===== config.mk =====
export PLATFORM = sky130hd
export DESIGN_NAME = tmc_timer32
export DESIGN_NICKNAME = d
export VERILOG_FILES = /design/src/hw/tmc_pkg.sv /design/src/hw/tmc_edge_if.sv /design/src/hw/tmc_edge.sv /design/src/hw/tmc_timer32.sv
export SDC_FILE = /design/constraint.sdc
export NUM_CORES = 1
export LEC_CHECK = 0
export ABC_AREA = 1
export BUFFER_PORTS_ARGS = -buffer_cell sky130_fd_sc_hd__buf_2
export CAP_MARGIN = 20
export CORE_UTILIZATION = 29
export CTS_BUF_LIST = sky130_fd_sc_hd__clkbuf_4 sky130_fd_sc_hd__clkbuf_8 sky130_fd_sc_hd__clkbuf_16
export DETAILED_ROUTE_END_ITERATION = 16
export SLEW_MARGIN = 20
export SYNTH_ARGS = -nofsm -noshare
export SYNTH_HDL_FRONTEND = slang
export SYNTH_SLANG_ARGS = --single-unit
export TNS_END_PERCENT = 50

===== constraint.sdc =====
create_clock -name clk -period 3.7 [get_ports clk]
set_input_delay 0.37 -clock clk [delete_from_list [all_inputs] [get_ports clk]]
set_output_delay 0.37 -clock clk [all_outputs]
set_load 0.1 [all_outputs]

===== src/hw/tmc_pkg.sv =====
// Register map, field positions and encodings of the 32-bit match/capture timer.
package tmc_pkg;
  localparam int unsigned ADDR_W    = 12;
  localparam int unsigned DATA_W    = 32;
  localparam int unsigned NUM_MATCH = 4;
  localparam int unsigned NUM_FLAGS = 5;

  localparam logic [ADDR_W-1:0] OFS_FLAGS    = 12'h000;
  localparam logic [ADDR_W-1:0] OFS_CTRL     = 12'h004;
  localparam logic [ADDR_W-1:0] OFS_COUNT    = 12'h008;
  localparam logic [ADDR_W-1:0] OFS_LIMIT    = 12'h00C;
  localparam logic [ADDR_W-1:0] OFS_DIVCNT   = 12'h010;
  localparam logic [ADDR_W-1:0] OFS_ACTION   = 12'h014;
  localparam logic [ADDR_W-1:0] OFS_MATCH0   = 12'h018;
  localparam logic [ADDR_W-1:0] MATCH_STRIDE = 12'h004;
  localparam logic [ADDR_W-1:0] OFS_CAPCTL   = 12'h028;
  localparam logic [ADDR_W-1:0] OFS_CAPTURE  = 12'h02C;
  localparam logic [ADDR_W-1:0] OFS_EXTMATCH = 12'h03C;
  localparam logic [ADDR_W-1:0] OFS_SOURCE   = 12'h070;
  localparam logic [ADDR_W-1:0] OFS_PULSE    = 12'h074;
  localparam logic [ADDR_W-1:0] OFS_MASK     = 12'h078;

  localparam logic [DATA_W-1:0] RESET_WORD = 32'h0000_0000;

  localparam int unsigned CTRL_EN  = 0;
  localparam int unsigned CTRL_RST = 1;
  localparam int unsigned FLAG_CAP = 4;
  localparam int unsigned ACT_INT  = 0;
  localparam int unsigned ACT_RST  = 1;
  localparam int unsigned ACT_STOP = 2;
  localparam int unsigned ACT_W    = 3;
  localparam int unsigned CAP_RISE = 0;
  localparam int unsigned CAP_FALL = 1;
  localparam int unsigned CAP_INT  = 2;
  localparam int unsigned EXT_LSB  = 4;
  localparam int unsigned EXT_W    = 2;

  localparam logic [1:0] SRC_TIMER = 2'h0;
  localparam logic [1:0] SRC_RISE  = 2'h1;
  localparam logic [1:0] SRC_FALL  = 2'h2;
  localparam logic [1:0] SRC_BOTH  = 2'h3;

  localparam logic [1:0] EXT_NONE   = 2'h0;
  localparam logic [1:0] EXT_LOW    = 2'h1;
  localparam logic [1:0] EXT_HIGH   = 2'h2;
  localparam logic [1:0] EXT_TOGGLE = 2'h3;
endpackage : tmc_pkg


===== src/hw/tmc_edge_if.sv =====
// Edge events of the synchronised capture pin.
`timescale 1ns/1ps
interface tmc_edge_if;
  logic rise;
  logic fall;
  modport src (output rise, output fall);
  modport dst (input rise, input fall);
endinterface : tmc_edge_if


===== src/hw/tmc_edge.sv =====
// Two-flop synchroniser and edge detector for the capture pin.
`timescale 1ns/1ps
module tmc_edge (
  input  wire logic clk,
  input  wire logic reset,
  input  wire logic clk_en,
  input  wire logic pin,
  tmc_edge_if.src   edges
);
  logic meta;
  logic sync;
  logic last;

  // The first stage feeds only the second; edges are taken from later stages.
  always_ff @(posedge clk) begin
    if (reset) begin
      meta <= 1'b0;
      sync <= 1'b0;
      last <= 1'b0;
    end else if (clk_en) begin
      meta <= pin;
      sync <= meta;
      last <= sync;
    end
  end

  assign edges.rise = clk_en & sync & ~last;
  assign edges.fall = clk_en & ~sync & last;
endmodule : tmc_edge


===== src/hw/tmc_timer32.sv =====
// 32-bit timer with prescaler, four match channels, one capture input and interrupts.
//
// How it works
// Counter steps on clock-derived ticks or on external input edges, as configured.
// Four match values; a match can raise an interrupt or other action.
// One capture channel stores the count on an input transition, optional interrupt.
// Pulse mode: match channels set outputs high; a resetting match sets cycle length.
// Configured capture pin edge copies the count into the capture register.
// Capture input can replace the prescaled clock as counting source.
// On match, each output toggles, goes low, goes high or holds.
// Each instance has its own clock gate; gated off, everything freezes.
// Flag register shows five pending sources; writing ones clears them.
// Control register disables the counter or holds it in reset.
// Count increments once every divider limit plus one ticks.
// Divider count equal to limit: next tick bumps count, clears divider.
// Divider count is readable and writable by software.
// Instances are identical; only their base address differs.
// Per match: reset count, stop count and divider, and/or interrupt.
// Source control picks timer or counter mode and the counted edges.
// Disabled counter and divider keep their values until enabled or reset.
// Count wraps from all ones to zero.
//
// Implementation choice: the strobed register port.
`timescale 1ns/1ps
module tmc_timer32 import tmc_pkg::*; #(
  parameter int unsigned CNT_W = 32
) (
  input  wire logic                 clk,
  input  wire logic                 reset,
  input  wire logic                 clk_en,
  input  wire logic [ADDR_W-1:0]    addr,
  input  wire logic [DATA_W-1:0]    wdata,
  input  wire logic                 wr,
  input  wire logic                 rd,
  input  wire logic                 capture_input,
  output logic      [DATA_W-1:0]    rdata,
  output logic                      irq,
  output logic      [NUM_MATCH-1:0] match_outputs
);
  if (CNT_W != DATA_W) begin : g_width_check
    $error("CNT_W must equal the 32-bit register width");
  end

  logic [NUM_FLAGS-1:0]       flags;
  logic [NUM_FLAGS-1:0]       mask;
  logic [1:0]                 ctrl;
  logic [CNT_W-1:0]           count;
  logic [CNT_W-1:0]           limit;
  logic [CNT_W-1:0]           divcnt;
  logic [NUM_MATCH*ACT_W-1:0] action;
  logic [CNT_W-1:0]           match_values [NUM_MATCH];
  logic [2:0]                 capctl;
  logic [CNT_W-1:0]           capture;
  logic [NUM_MATCH*EXT_W-1:0] ext_action;
  logic [1:0]                 source;
  logic [NUM_MATCH-1:0]       pulse_sel;

  logic [NUM_FLAGS-1:0] next_flags;
  logic [NUM_FLAGS-1:0] next_mask;
  logic [NUM_MATCH-1:0] next_match_outputs;
  logic [DATA_W-1:0]    rd_value;
  logic [NUM_MATCH-1:0] wr_match;
  logic [NUM_MATCH-1:0] hit;
  logic [NUM_MATCH-1:0] hit_int;
  logic [NUM_MATCH-1:0] hit_rst;
  logic [NUM_MATCH-1:0] hit_stop;
  logic                 hit_reset;
  logic                 hit_halt;
  logic                 src_tick;
  logic                 adv;
  logic                 wrap;
  logic                 cap_evt;

  tmc_edge_if edge_bus ();

  tmc_edge u_edge (
    .clk   (clk),
    .reset (reset),
    .clk_en(clk_en),
    .pin   (capture_input),
    .edges (edge_bus.src)
  );

  // Offsets are local to the instance; the system decoder supplies the base.
  logic wr_flags, wr_ctrl, wr_count, wr_limit, wr_divcnt, wr_action;
  logic wr_capctl, wr_ext, wr_source, wr_pulse, wr_mask;
  assign wr_flags  = wr && addr == OFS_FLAGS;
  assign wr_ctrl   = wr && addr == OFS_CTRL;
  assign wr_count  = wr && addr == OFS_COUNT;
  assign wr_limit  = wr && addr == OFS_LIMIT;
  assign wr_divcnt = wr && addr == OFS_DIVCNT;
  assign wr_action = wr && addr == OFS_ACTION;
  assign wr_capctl = wr && addr == OFS_CAPCTL;
  assign wr_ext    = wr && addr == OFS_EXTMATCH;
  assign wr_source = wr && addr == OFS_SOURCE;
  assign wr_pulse  = wr && addr == OFS_PULSE;
  assign wr_mask   = wr && addr == OFS_MASK;

  // Counter mode steps on synchronised capture pin edges.
  always_comb begin
    case (source)
      SRC_RISE: src_tick = edge_bus.rise;
      SRC_FALL: src_tick = edge_bus.fall;
      SRC_BOTH: src_tick = edge_bus.rise | edge_bus.fall;
      default:  src_tick = 1'b1;
    endcase
  end

  // A disabled or reset-held counter does not advance.
  assign adv  = ctrl[CTRL_EN] & ~ctrl[CTRL_RST] & src_tick;
  // Divider at its limit: this tick finishes the count period.
  assign wrap = adv && divcnt == limit;

  genvar gi;
  for (gi = 0; gi < NUM_MATCH; gi++) begin : g_match
    logic [ADDR_W-1:0] ofs;
    logic [1:0]        act;
    assign ofs          = OFS_MATCH0 + ADDR_W'(gi) * MATCH_STRIDE;
    assign act          = ext_action[gi*EXT_W +: EXT_W];
    assign wr_match[gi] = wr && addr == ofs;
    // Matches are judged at the end of a count period, so a match gets a full period.
    assign hit[gi]      = wrap && count == match_values[gi];
    assign hit_int[gi]  = hit[gi] & action[gi*ACT_W+ACT_INT];
    assign hit_rst[gi]  = hit[gi] & action[gi*ACT_W+ACT_RST];
    assign hit_stop[gi] = hit[gi] & action[gi*ACT_W+ACT_STOP];

    always_comb begin
      next_match_outputs[gi] = match_outputs[gi];
      if (wr_ext) begin
        next_match_outputs[gi] = wdata[gi];
      end
      if (pulse_sel[gi]) begin
        // Pulse outputs drop at cycle start unless their value is zero.
        if (hit_reset) begin
          next_match_outputs[gi] = match_values[gi] == RESET_WORD;
        end else if (hit[gi]) begin
          next_match_outputs[gi] = 1'b1;
        end
      end else if (hit[gi]) begin
        case (act)
          EXT_LOW:    next_match_outputs[gi] = 1'b0;
          EXT_HIGH:   next_match_outputs[gi] = 1'b1;
          EXT_TOGGLE: next_match_outputs[gi] = ~match_outputs[gi];
          default:    next_match_outputs[gi] = match_outputs[gi];
        endcase
      end
    end

    always_ff @(posedge clk) begin
      if (reset) begin
        match_values[gi] <= RESET_WORD;
      end else if (clk_en && wr_match[gi]) begin
        match_values[gi] <= wdata;
      end
    end
  end

  assign hit_reset = |hit_rst;
  assign hit_halt  = |hit_stop;

  // Capture on the configured pin edges.
  assign cap_evt = (edge_bus.rise & capctl[CAP_RISE]) | (edge_bus.fall & capctl[CAP_FALL]);

  // A new event beats a simultaneous clear, so no event is lost.
  always_comb begin
    next_flags = flags;
    if (wr_flags) begin
      next_flags = flags & ~wdata[NUM_FLAGS-1:0];
    end
    next_flags = next_flags | {cap_evt & capctl[CAP_INT], hit_int};
    next_mask  = wr_mask ? wdata[NUM_FLAGS-1:0] : mask;
  end

  always_ff @(posedge clk) begin
    if (reset) begin
      flags <= '0;
      mask  <= '0;
      irq   <= 1'b0;
    end else if (clk_en) begin
      flags <= next_flags;
      mask  <= next_mask;
      irq   <= |(next_flags & next_mask);
    end
  end

  // The gate bit of this instance freezes all state while low.
  always_ff @(posedge clk) begin
    if (reset) begin
      ctrl <= '0;
    end else if (clk_en) begin
      if (wr_ctrl) begin
        ctrl <= wdata[1:0];
      end else if (hit_halt) begin
        ctrl[CTRL_EN] <= 1'b0;
      end
    end
  end

  always_ff @(posedge clk) begin
    if (reset) begin
      count <= RESET_WORD;
    end else if (clk_en) begin
      if (ctrl[CTRL_RST]) begin
        count <= RESET_WORD;
      end else if (wr_count) begin
        count <= wdata;
      end else if (hit_reset) begin
        count <= RESET_WORD;
      end else if (wrap && !hit_halt) begin
        count <= count + CNT_W'(1);
      end
    end
  end

  always_ff @(posedge clk) begin
    if (reset) begin
      divcnt <= RESET_WORD;
    end else if (clk_en) begin
      if (ctrl[CTRL_RST]) begin
        divcnt <= RESET_WORD;
      end else if (wr_divcnt) begin
        divcnt <= wdata;
      end else if (wrap) begin
        divcnt <= RESET_WORD;
      end else if (adv) begin
        divcnt <= divcnt + CNT_W'(1);
      end
    end
  end

  always_ff @(posedge clk) begin
    if (reset) begin
      capture <= RESET_WORD;
    end else if (clk_en && cap_evt) begin
      capture <= count;
    end
  end

  always_ff @(posedge clk) begin
    if (reset) begin
      match_outputs <= '0;
    end else if (clk_en) begin
      match_outputs <= next_match_outputs;
    end
  end

  // Plain configuration registers.
  always_ff @(posedge clk) begin
    if (reset) begin
      limit      <= RESET_WORD;
      action     <= '0;
      capctl     <= '0;
      ext_action <= '0;
      source     <= SRC_TIMER;
      pulse_sel  <= '0;
    end else if (clk_en) begin
      if (wr_limit) begin
        limit <= wdata;
      end
      if (wr_action) begin
        action <= wdata[NUM_MATCH*ACT_W-1:0];
      end
      if (wr_capctl) begin
        capctl <= wdata[2:0];
      end
      if (wr_ext) begin
        ext_action <= wdata[EXT_LSB +: NUM_MATCH*EXT_W];
      end
      if (wr_source) begin
        source <= wdata[1:0];
      end
      if (wr_pulse) begin
        pulse_sel <= wdata[NUM_MATCH-1:0];
      end
    end
  end

  // Unmapped offsets read as zero.
  always_comb begin
    rd_value = RESET_WORD;
    if (addr == OFS_FLAGS) begin
      rd_value[NUM_FLAGS-1:0] = flags;
    end else if (addr == OFS_CTRL) begin
      rd_value[1:0] = ctrl;
    end else if (addr == OFS_COUNT) begin
      rd_value = count;
    end else if (addr == OFS_LIMIT) begin
      rd_value = limit;
    end else if (addr == OFS_DIVCNT) begin
      rd_value = divcnt;
    end else if (addr == OFS_ACTION) begin
      rd_value[NUM_MATCH*ACT_W-1:0] = action;
    end else if (addr == OFS_CAPCTL) begin
      rd_value[2:0] = capctl;
    end else if (addr == OFS_CAPTURE) begin
      rd_value = capture;
    end else if (addr == OFS_EXTMATCH) begin
      rd_value[EXT_LSB +: NUM_MATCH*EXT_W] = ext_action;
      rd_value[NUM_MATCH-1:0]              = match_outputs;
    end else if (addr == OFS_SOURCE) begin
      rd_value[1:0] = source;
    end else if (addr == OFS_PULSE) begin
      rd_value[NUM_MATCH-1:0] = pulse_sel;
    end else if (addr == OFS_MASK) begin
      rd_value[NUM_FLAGS-1:0] = mask;
    end
    for (int i = 0; i < NUM_MATCH; i++) begin
      if (wr_match[i] || (rd && addr == OFS_MATCH0 + ADDR_W'(i) * MATCH_STRIDE)) begin
        rd_value = match_values[i];
      end
    end
  end

  // Read data stand only in the cycle after the strobe.
  always_ff @(posedge clk) begin
    if (reset) begin
      rdata <= RESET_WORD;
    end else if (clk_en) begin
      rdata <= rd ? rd_value : RESET_WORD;
    end
  end
endmodule : tmc_timer32


==> metrics, run 1 <==
Seq cells post-synth=337; Cells after Synth=2788; setup bufs post-CTS=0; critical path launch point type=flip-flop; Most common cell on crit path=nand2_1; setup_tns=0 ns; Hold Vio Cnt, Final=0; area growth from synthesis to layout=14.4%; Synth Flop Type=dfxtp_1; number of global-route vias before repair=18200; fmax=303 MHz; Clock Skew=0.0267 ns; drt total wl=76.4 mm; cell family with most CP delay=simple AND/OR/NAND/NOR gates; period utilization=0.891; register area share after synthesis=0.399; Mapped Avg Cell Area=7.21 sq um; post-placement cell area=21600 sq um; DRC=0; Cell Area, Synth=20100 sq um; clk_lat worst skew=0.58 ns; crit path DAT=3.72 ns; crit path buf inv count=3; final instance count without filler cells=3779; HP Class=in -> reg; Core Box Area=68600 sq um; RSZ-0062 raised after global routing=false; fraction of layout cells with a size suffix above 1=0.0994; Worst EP required=4.12 ns; PostCTS Resize Cnt=0; vias per cell=5.16; DRT antenna net count=0; Async S/R FF share, synth=0; initial core utilization=0.293; first-pass GRT wire length=115 mm; status=finished clean; cell area after layout=23000 sq um; Slowest cell on crit path=dfxtp_1; Root Driver=clkbuf_16; GRT Util Overall=0.214; grt ovf=0; Routed wire per std cell=20.2 microns; DR pass1 iterations=5; initial antenna violation count=1; Post-synth EDFFs=128; Netlist cell types=51; Cell Count Post-Placement=3708; fin nets=2880; placed wire-length estimate=58.7 mm; worst-margin pin slew=0.869 ns; max-cap violation count=0; CP max stage delay=0.53 ns; power per cell area=379 nW/um^2; Setup-failing EPs final=0; Die X=265 microns; CTS tree=yes; minimum clock period=3.30 ns; Num CTS Buffers=41; CP Capture Type=flip-flop; synth warn=0; CP max FO=27; relative slew slack=0.421; largest net degree at the start of global routing=72; Final Max Slew Viols=0; row cnt=96; die area=70400 sq um; IO buf count=86; Max clock buf depth=3; Top Ports=87; leak pwr=8.71 nW; clock-pin slew on the worst setup and hold paths=0.06 ns; Die Ht=265 microns; gpl congestion=0.939; CP Cell Sequence=clkinv_1 > nand2_1 > nand4_1 > nor3_1 > nand4_1 > nor2_1 > nand2_2 > inv_2 > nand2_1 > nand2_1 > nor2_2 > nand3_2 > nor2_2 > nor2_4 > buf_12 > nand2_1 > nand2_1 > nor2_1; Setup Crit Path Kind=reg -> reg; H-tree levels=2; post-synth net total=2848; Vias=19500; hold_buf cts=0; CTS Sinks=337; Peak VDD IR=0.000305 V; initial drt markers=2095
[worst min-delay path: cells and delay by family]
family / cells / cell delay, ns
buffers and inverters: 1 / 0.08
and+or+nand+nor: 2 / 0.14
[cell families (layout without fill, tap and decap cells)]
kind of cell / after synthesis / in the layout / synth area share
adders and majority gates: 10 / 10 / 0.00623
xor gates and xnor gates: 162 / 162 / 0.0706
and+or+nand+nor: 1145 / 1145 / 0.249
buffers and inverters: 467 / 526 / 0.0928
other: 0 / 1 / 0
DFF: 337 / 337 / 0.399
AOI/OAI and AO/OA: 667 / 667 / 0.182
[per-layer routing]
metal | GRT usage | share of wire | up-vias
li1 | - | - | 9438
met1 | 0.309 | 0.46 | 9121
met3 | 0.0316 | 0.078 | 149
met5 | 0 | 0 | -
met2 | 0.316 | 0.42 | 805
met4 | 0.0853 | 0.038 | 0
[cell usage in the layout (no fill, tap or decap), types with 63 or more instances in the layout]
master    count
a21oi_1     227
buf_2        85
dfxtp_1     209
edfxtp_1    128
inv_1       287
nand2_1     509
nand3_1     144
nand4_1      63
nor2_1      278
o211ai_1     72
o21ai_0     309
xnor2_1      79
xor2_1       83
[per-stage QoR]
step           total power, mW  utilization  setup WS [ns]  hold slack, ns
3_5_place_dp              4.51        0.314          0.517           0.455
4_1_cts                   8.78        0.335          0.479          0.0162
2_1_floorplan             4.32            -        -0.0664           0.437
6_report                  8.71        0.335          0.404          0.0527
5_1_grt                   8.95        0.335         0.0942          0.0567
3_3_place_gp              4.50        0.314          0.508           0.452
[cell type report]
| type | instances | area, sq um |
|---|---|---|
| fillers | 7333 | 45600 |
| multi-input cells | 1984 | 10300 |
| flip-flops and latches | 337 | 8030 |
| clock buffers | 61 | 1250 |
| well taps | 931 | 1160 |
| inverters | 305 | 1150 |
| repair buffers | 151 | 971 |
| clock inverters | 9 | 171 |
| diodes | 1 | 2.50 |
[Yosys cell counts (all sizes together) (2+ instances only)]
master   number  area share
nor3b         8      0.0035
xnor2        79       0.034
inv         300       0.056
or4           3      0.0011
nor4         50       0.016
a21oi       227       0.057
o31ai         5      0.0019
o211ai       72       0.027
nor3         51       0.014
o21bai        2     0.00075
buf          37       0.011
o221ai        8      0.0035
nand2       517       0.097
ha           10      0.0062
o22ai        18      0.0056
dfxtp       209        0.21
o2111ai       3      0.0013
or2          15      0.0047
and3          2     0.00069
edfxtp      128        0.19
nand3       147       0.037
o21ai       315       0.079
xor2         83       0.036
nor2        287       0.055
a22oi         2     0.00075
a31oi        11      0.0034
clkbuf      124       0.023
clkinv        5     0.00093
nand4        63       0.020
[state kept, by name, summed over array words and instances (netlist names), 2 cells and up]
signal and count:
capture 32, flags 5, source 2, capctl 3, mask 5, divcnt 32, rdata 32, ctrl 2
pulse_sel 4, match_outputs 4, action 12, ext_action 8, count 32, limit 32, match_values 128
[final timing paths]
| check | to | start | slack (ns) | depth (start not counted) |
|---|---|---|---|---|
| setup / recovery | count[10]$_SDFFE_PP0P_ | count[15]$_SDFFE_PP0P_ | 0.40 | 18 |
| hold / removal | u_edge.meta$_SDFFE_PP0P_ | capture_input | 0.05 | 3 |
| hold reg to reg | rdata[9]$_SDFFE_PP0P_ | rdata[9]$_SDFFE_PP0P_ | 0.46 | 2 |
| setup reg to reg | count[10]$_SDFFE_PP0P_ | count[15]$_SDFFE_PP0P_ | 0.40 | 18 |
[report_power, final]
| part | leakage, nW | internal [mW] | switching (mW) |
|---|---|---|---|
| registers | 2.90 | 3.93 | 0.0769 |
| logic | 5.10 | 0.112 | 0.314 |
| clock network | 0.711 | 2.61 | 1.66 |
| total | 8.71 | 6.66 | 2.05 |
(Power assumes the default switching activity.)
==> run 2, diff against run 1 <==
REMOVE_ABC_BUFFERS = 1   (was default)
==> metrics, run 2 (same netlist as run 1, synthesis figures left out) <==
initial antenna violation count=2 (+1); most frequent cells in the layout=509 x nand2_1, 309 x o21ai_0, 287 x inv_1; drt total wl=79.6 mm (+4.1%); Multi-input gate area=10300 sq um (unchanged); commonest non-fill, non-tap cell in the layout=nand2_1; Core Box Area=68600 sq um (unchanged); Clock Skew=0.0246 ns (-0.00218 ns); fmax=306 MHz (+0.74%); final instance count without filler cells=3786 (+0.19%); fraction of layout cells with a size suffix above 1=0.102 (+0.00252); relative slew slack=0.275 (-0.146); Die Ht=265 microns (unchanged); Hold Vio Cnt, Final=0 (unchanged); register area=8030 sq um (unchanged); Routed wire per std cell=21.0 microns (+3.9%); Cell Count Post-Placement=3711 (+0.081%); HP Class=in -> reg; Pwr Total=8.74 mW (+0.43%); DRC=1 (+1); leak pwr=8.72 nW (+0.15%); Setup Crit Path Kind=reg -> reg; IO buf count=86 (unchanged); max reg flops=128 (unchanged); row cnt=96 (unchanged); failing checks=DRC; clk_lat worst skew=0.59 ns (about the same); DRT antenna net count=0 (unchanged); fin nets=2883 (+0.10%); period utilization=0.884 (-0.00657); PostCTS Resize Cnt=0 (unchanged); CTS Sinks=337 (unchanged); # fillers=7371 (+0.52%); hold_buf cts=0 (unchanged); gpl congestion=0.952 (+1.3%); Max clock buf depth=3 (unchanged); clock-pin slew on the worst setup and hold paths=0.06 ns (about the same); Worst EP required=4.13 ns (about the same); critical path launch point type=flip-flop; placed wire-length estimate=59.8 mm (+2.0%); R2R Setup Slk=0.43 ns (+0.02 ns); CP Capture Type=flip-flop; minimum clock period=3.27 ns (-0.0243 ns); DR pass1 iterations=12 (+7); Die X=265 microns (unchanged); initial drt markers=2401 (+15%); Top Ports=87 (unchanged); Root Driver=clkbuf_16; Peak VDD IR=0.000281 V (-7.6%); CTS tree=yes; first-pass GRT wire length=119 mm (+4.0%); Setup-failing EPs final=0 (unchanged); largest net degree at the start of global routing=75 (+4.2%); Final Max Slew Viols=0 (unchanged); die area=70400 sq um (unchanged); Num CTS Buffers=41 (unchanged); grt ovf=0 (unchanged); number of global-route vias before repair=18200 (+0.016%); initial core utilization=0.293 (unchanged); vias per cell=5.24 (+1.6%); ant diodes=0 (-1); max-cap violation count=0 (unchanged); CP max FO=27 (unchanged); H-tree levels=2 (unchanged); GRT Util Overall=0.222 (+0.00853); Top reg by flops=match_values; status=complete, but fails checks; worst-margin pin slew=1.09 ns (+0.219 ns); crit path DAT=3.70 ns (-0.02 ns); setup bufs post-CTS=0 (unchanged); area growth from synthesis to layout=14.5%; Vias=19900 (+1.7%); RSZ-0062 raised after global routing=false; power per cell area=380 nW/um^2 (+0.33%)
run 2: cell types whose count changed in the layout (fill, tap and decap cells not counted), moves of 2 or more:
cell / before / now
clkbuf_4: 12 / 10
buf_4: 62 / 65
clkbuf_16: 43 / 41
clkinv_2: 3 / 9
run 2: final cells by class:
class                           count  area share
Sequential cell                   337       0.349
Multi-Input combinational cell   1984       0.446
Clock inverter                     19      0.0110
Timing Repair Buffer              154      0.0432
Inverter                          305      0.0498
Tap cell                          931      0.0506
Clock buffer                       56      0.0508
run 2: where the power goes:
group	total, mW	switching [mW]	leakage [nW]	internal (mW)
clock	4.30	1.72	0.716	2.58
combinational	0.431	0.318	5.11	0.113
sequential	4.01	0.0818	2.90	3.93
run 2: worst paths after layout:
check                                            from                  endpoint  depth (start not counted)
worst min register to register  rdata[1]$_SDFFE_PP0P_     rdata[1]$_SDFFE_PP0P_                          2
worst min-delay path                    capture_input  u_edge.meta$_SDFFE_PP0P_                          3
worst max register to register  count[2]$_SDFFE_PP0P_    count[23]$_SDFFE_PP0P_                         16
worst max-delay path            count[2]$_SDFFE_PP0P_    count[23]$_SDFFE_PP0P_                         16
run 2: routing by layer:
metal | vias to the layer above | wire length, microns | track usage
met5 | - | 23 | 0
met1 | 9366 | 36000 | 0.319
met2 | 881 | 35100 | 0.344
li1 | 9455 | - | -
met3 | 147 | 6420 | 0.0350
met4 | 4 | 2020 | 0.0586
run 2: through the flow:
stage / area [sq um] / TNS (ns) / hold WS (ns) / util / setup slack (ns)
after global routing: 23000 / 0 / 0.0363 / 0.335 / 0.193
final: 23000 / 0 / 0.0559 / 0.335 / 0.428
after detailed placement: 21600 / 0 / 0.452 / 0.315 / 0.507
after CTS: 23000 / 0 / 0.0236 / 0.335 / 0.492
after global placement: 21600 / 0 / 0.451 / 0.315 / 0.492
after floorplan: 19400 / -73.03 / 0.439 / - / -0.996
run 2: critical path, cell delays in order (launching register included):
cell and delay (ns):
dfxtp_1 0.59, inv_1 0.24, nand2_1 0.11, nand3_1 0.08, nor3_1 0.35, nand3_1 0.13
nor2_1 0.47, nand2_1 0.24, nor2_1 0.18, nor2_2 0.08, nand3_2 0.10, nor2_2 0.06
nor2_4 0.12, buf_12 0.20, nand2_1 0.07, nand2_1 0.06, nor2_1 0.03
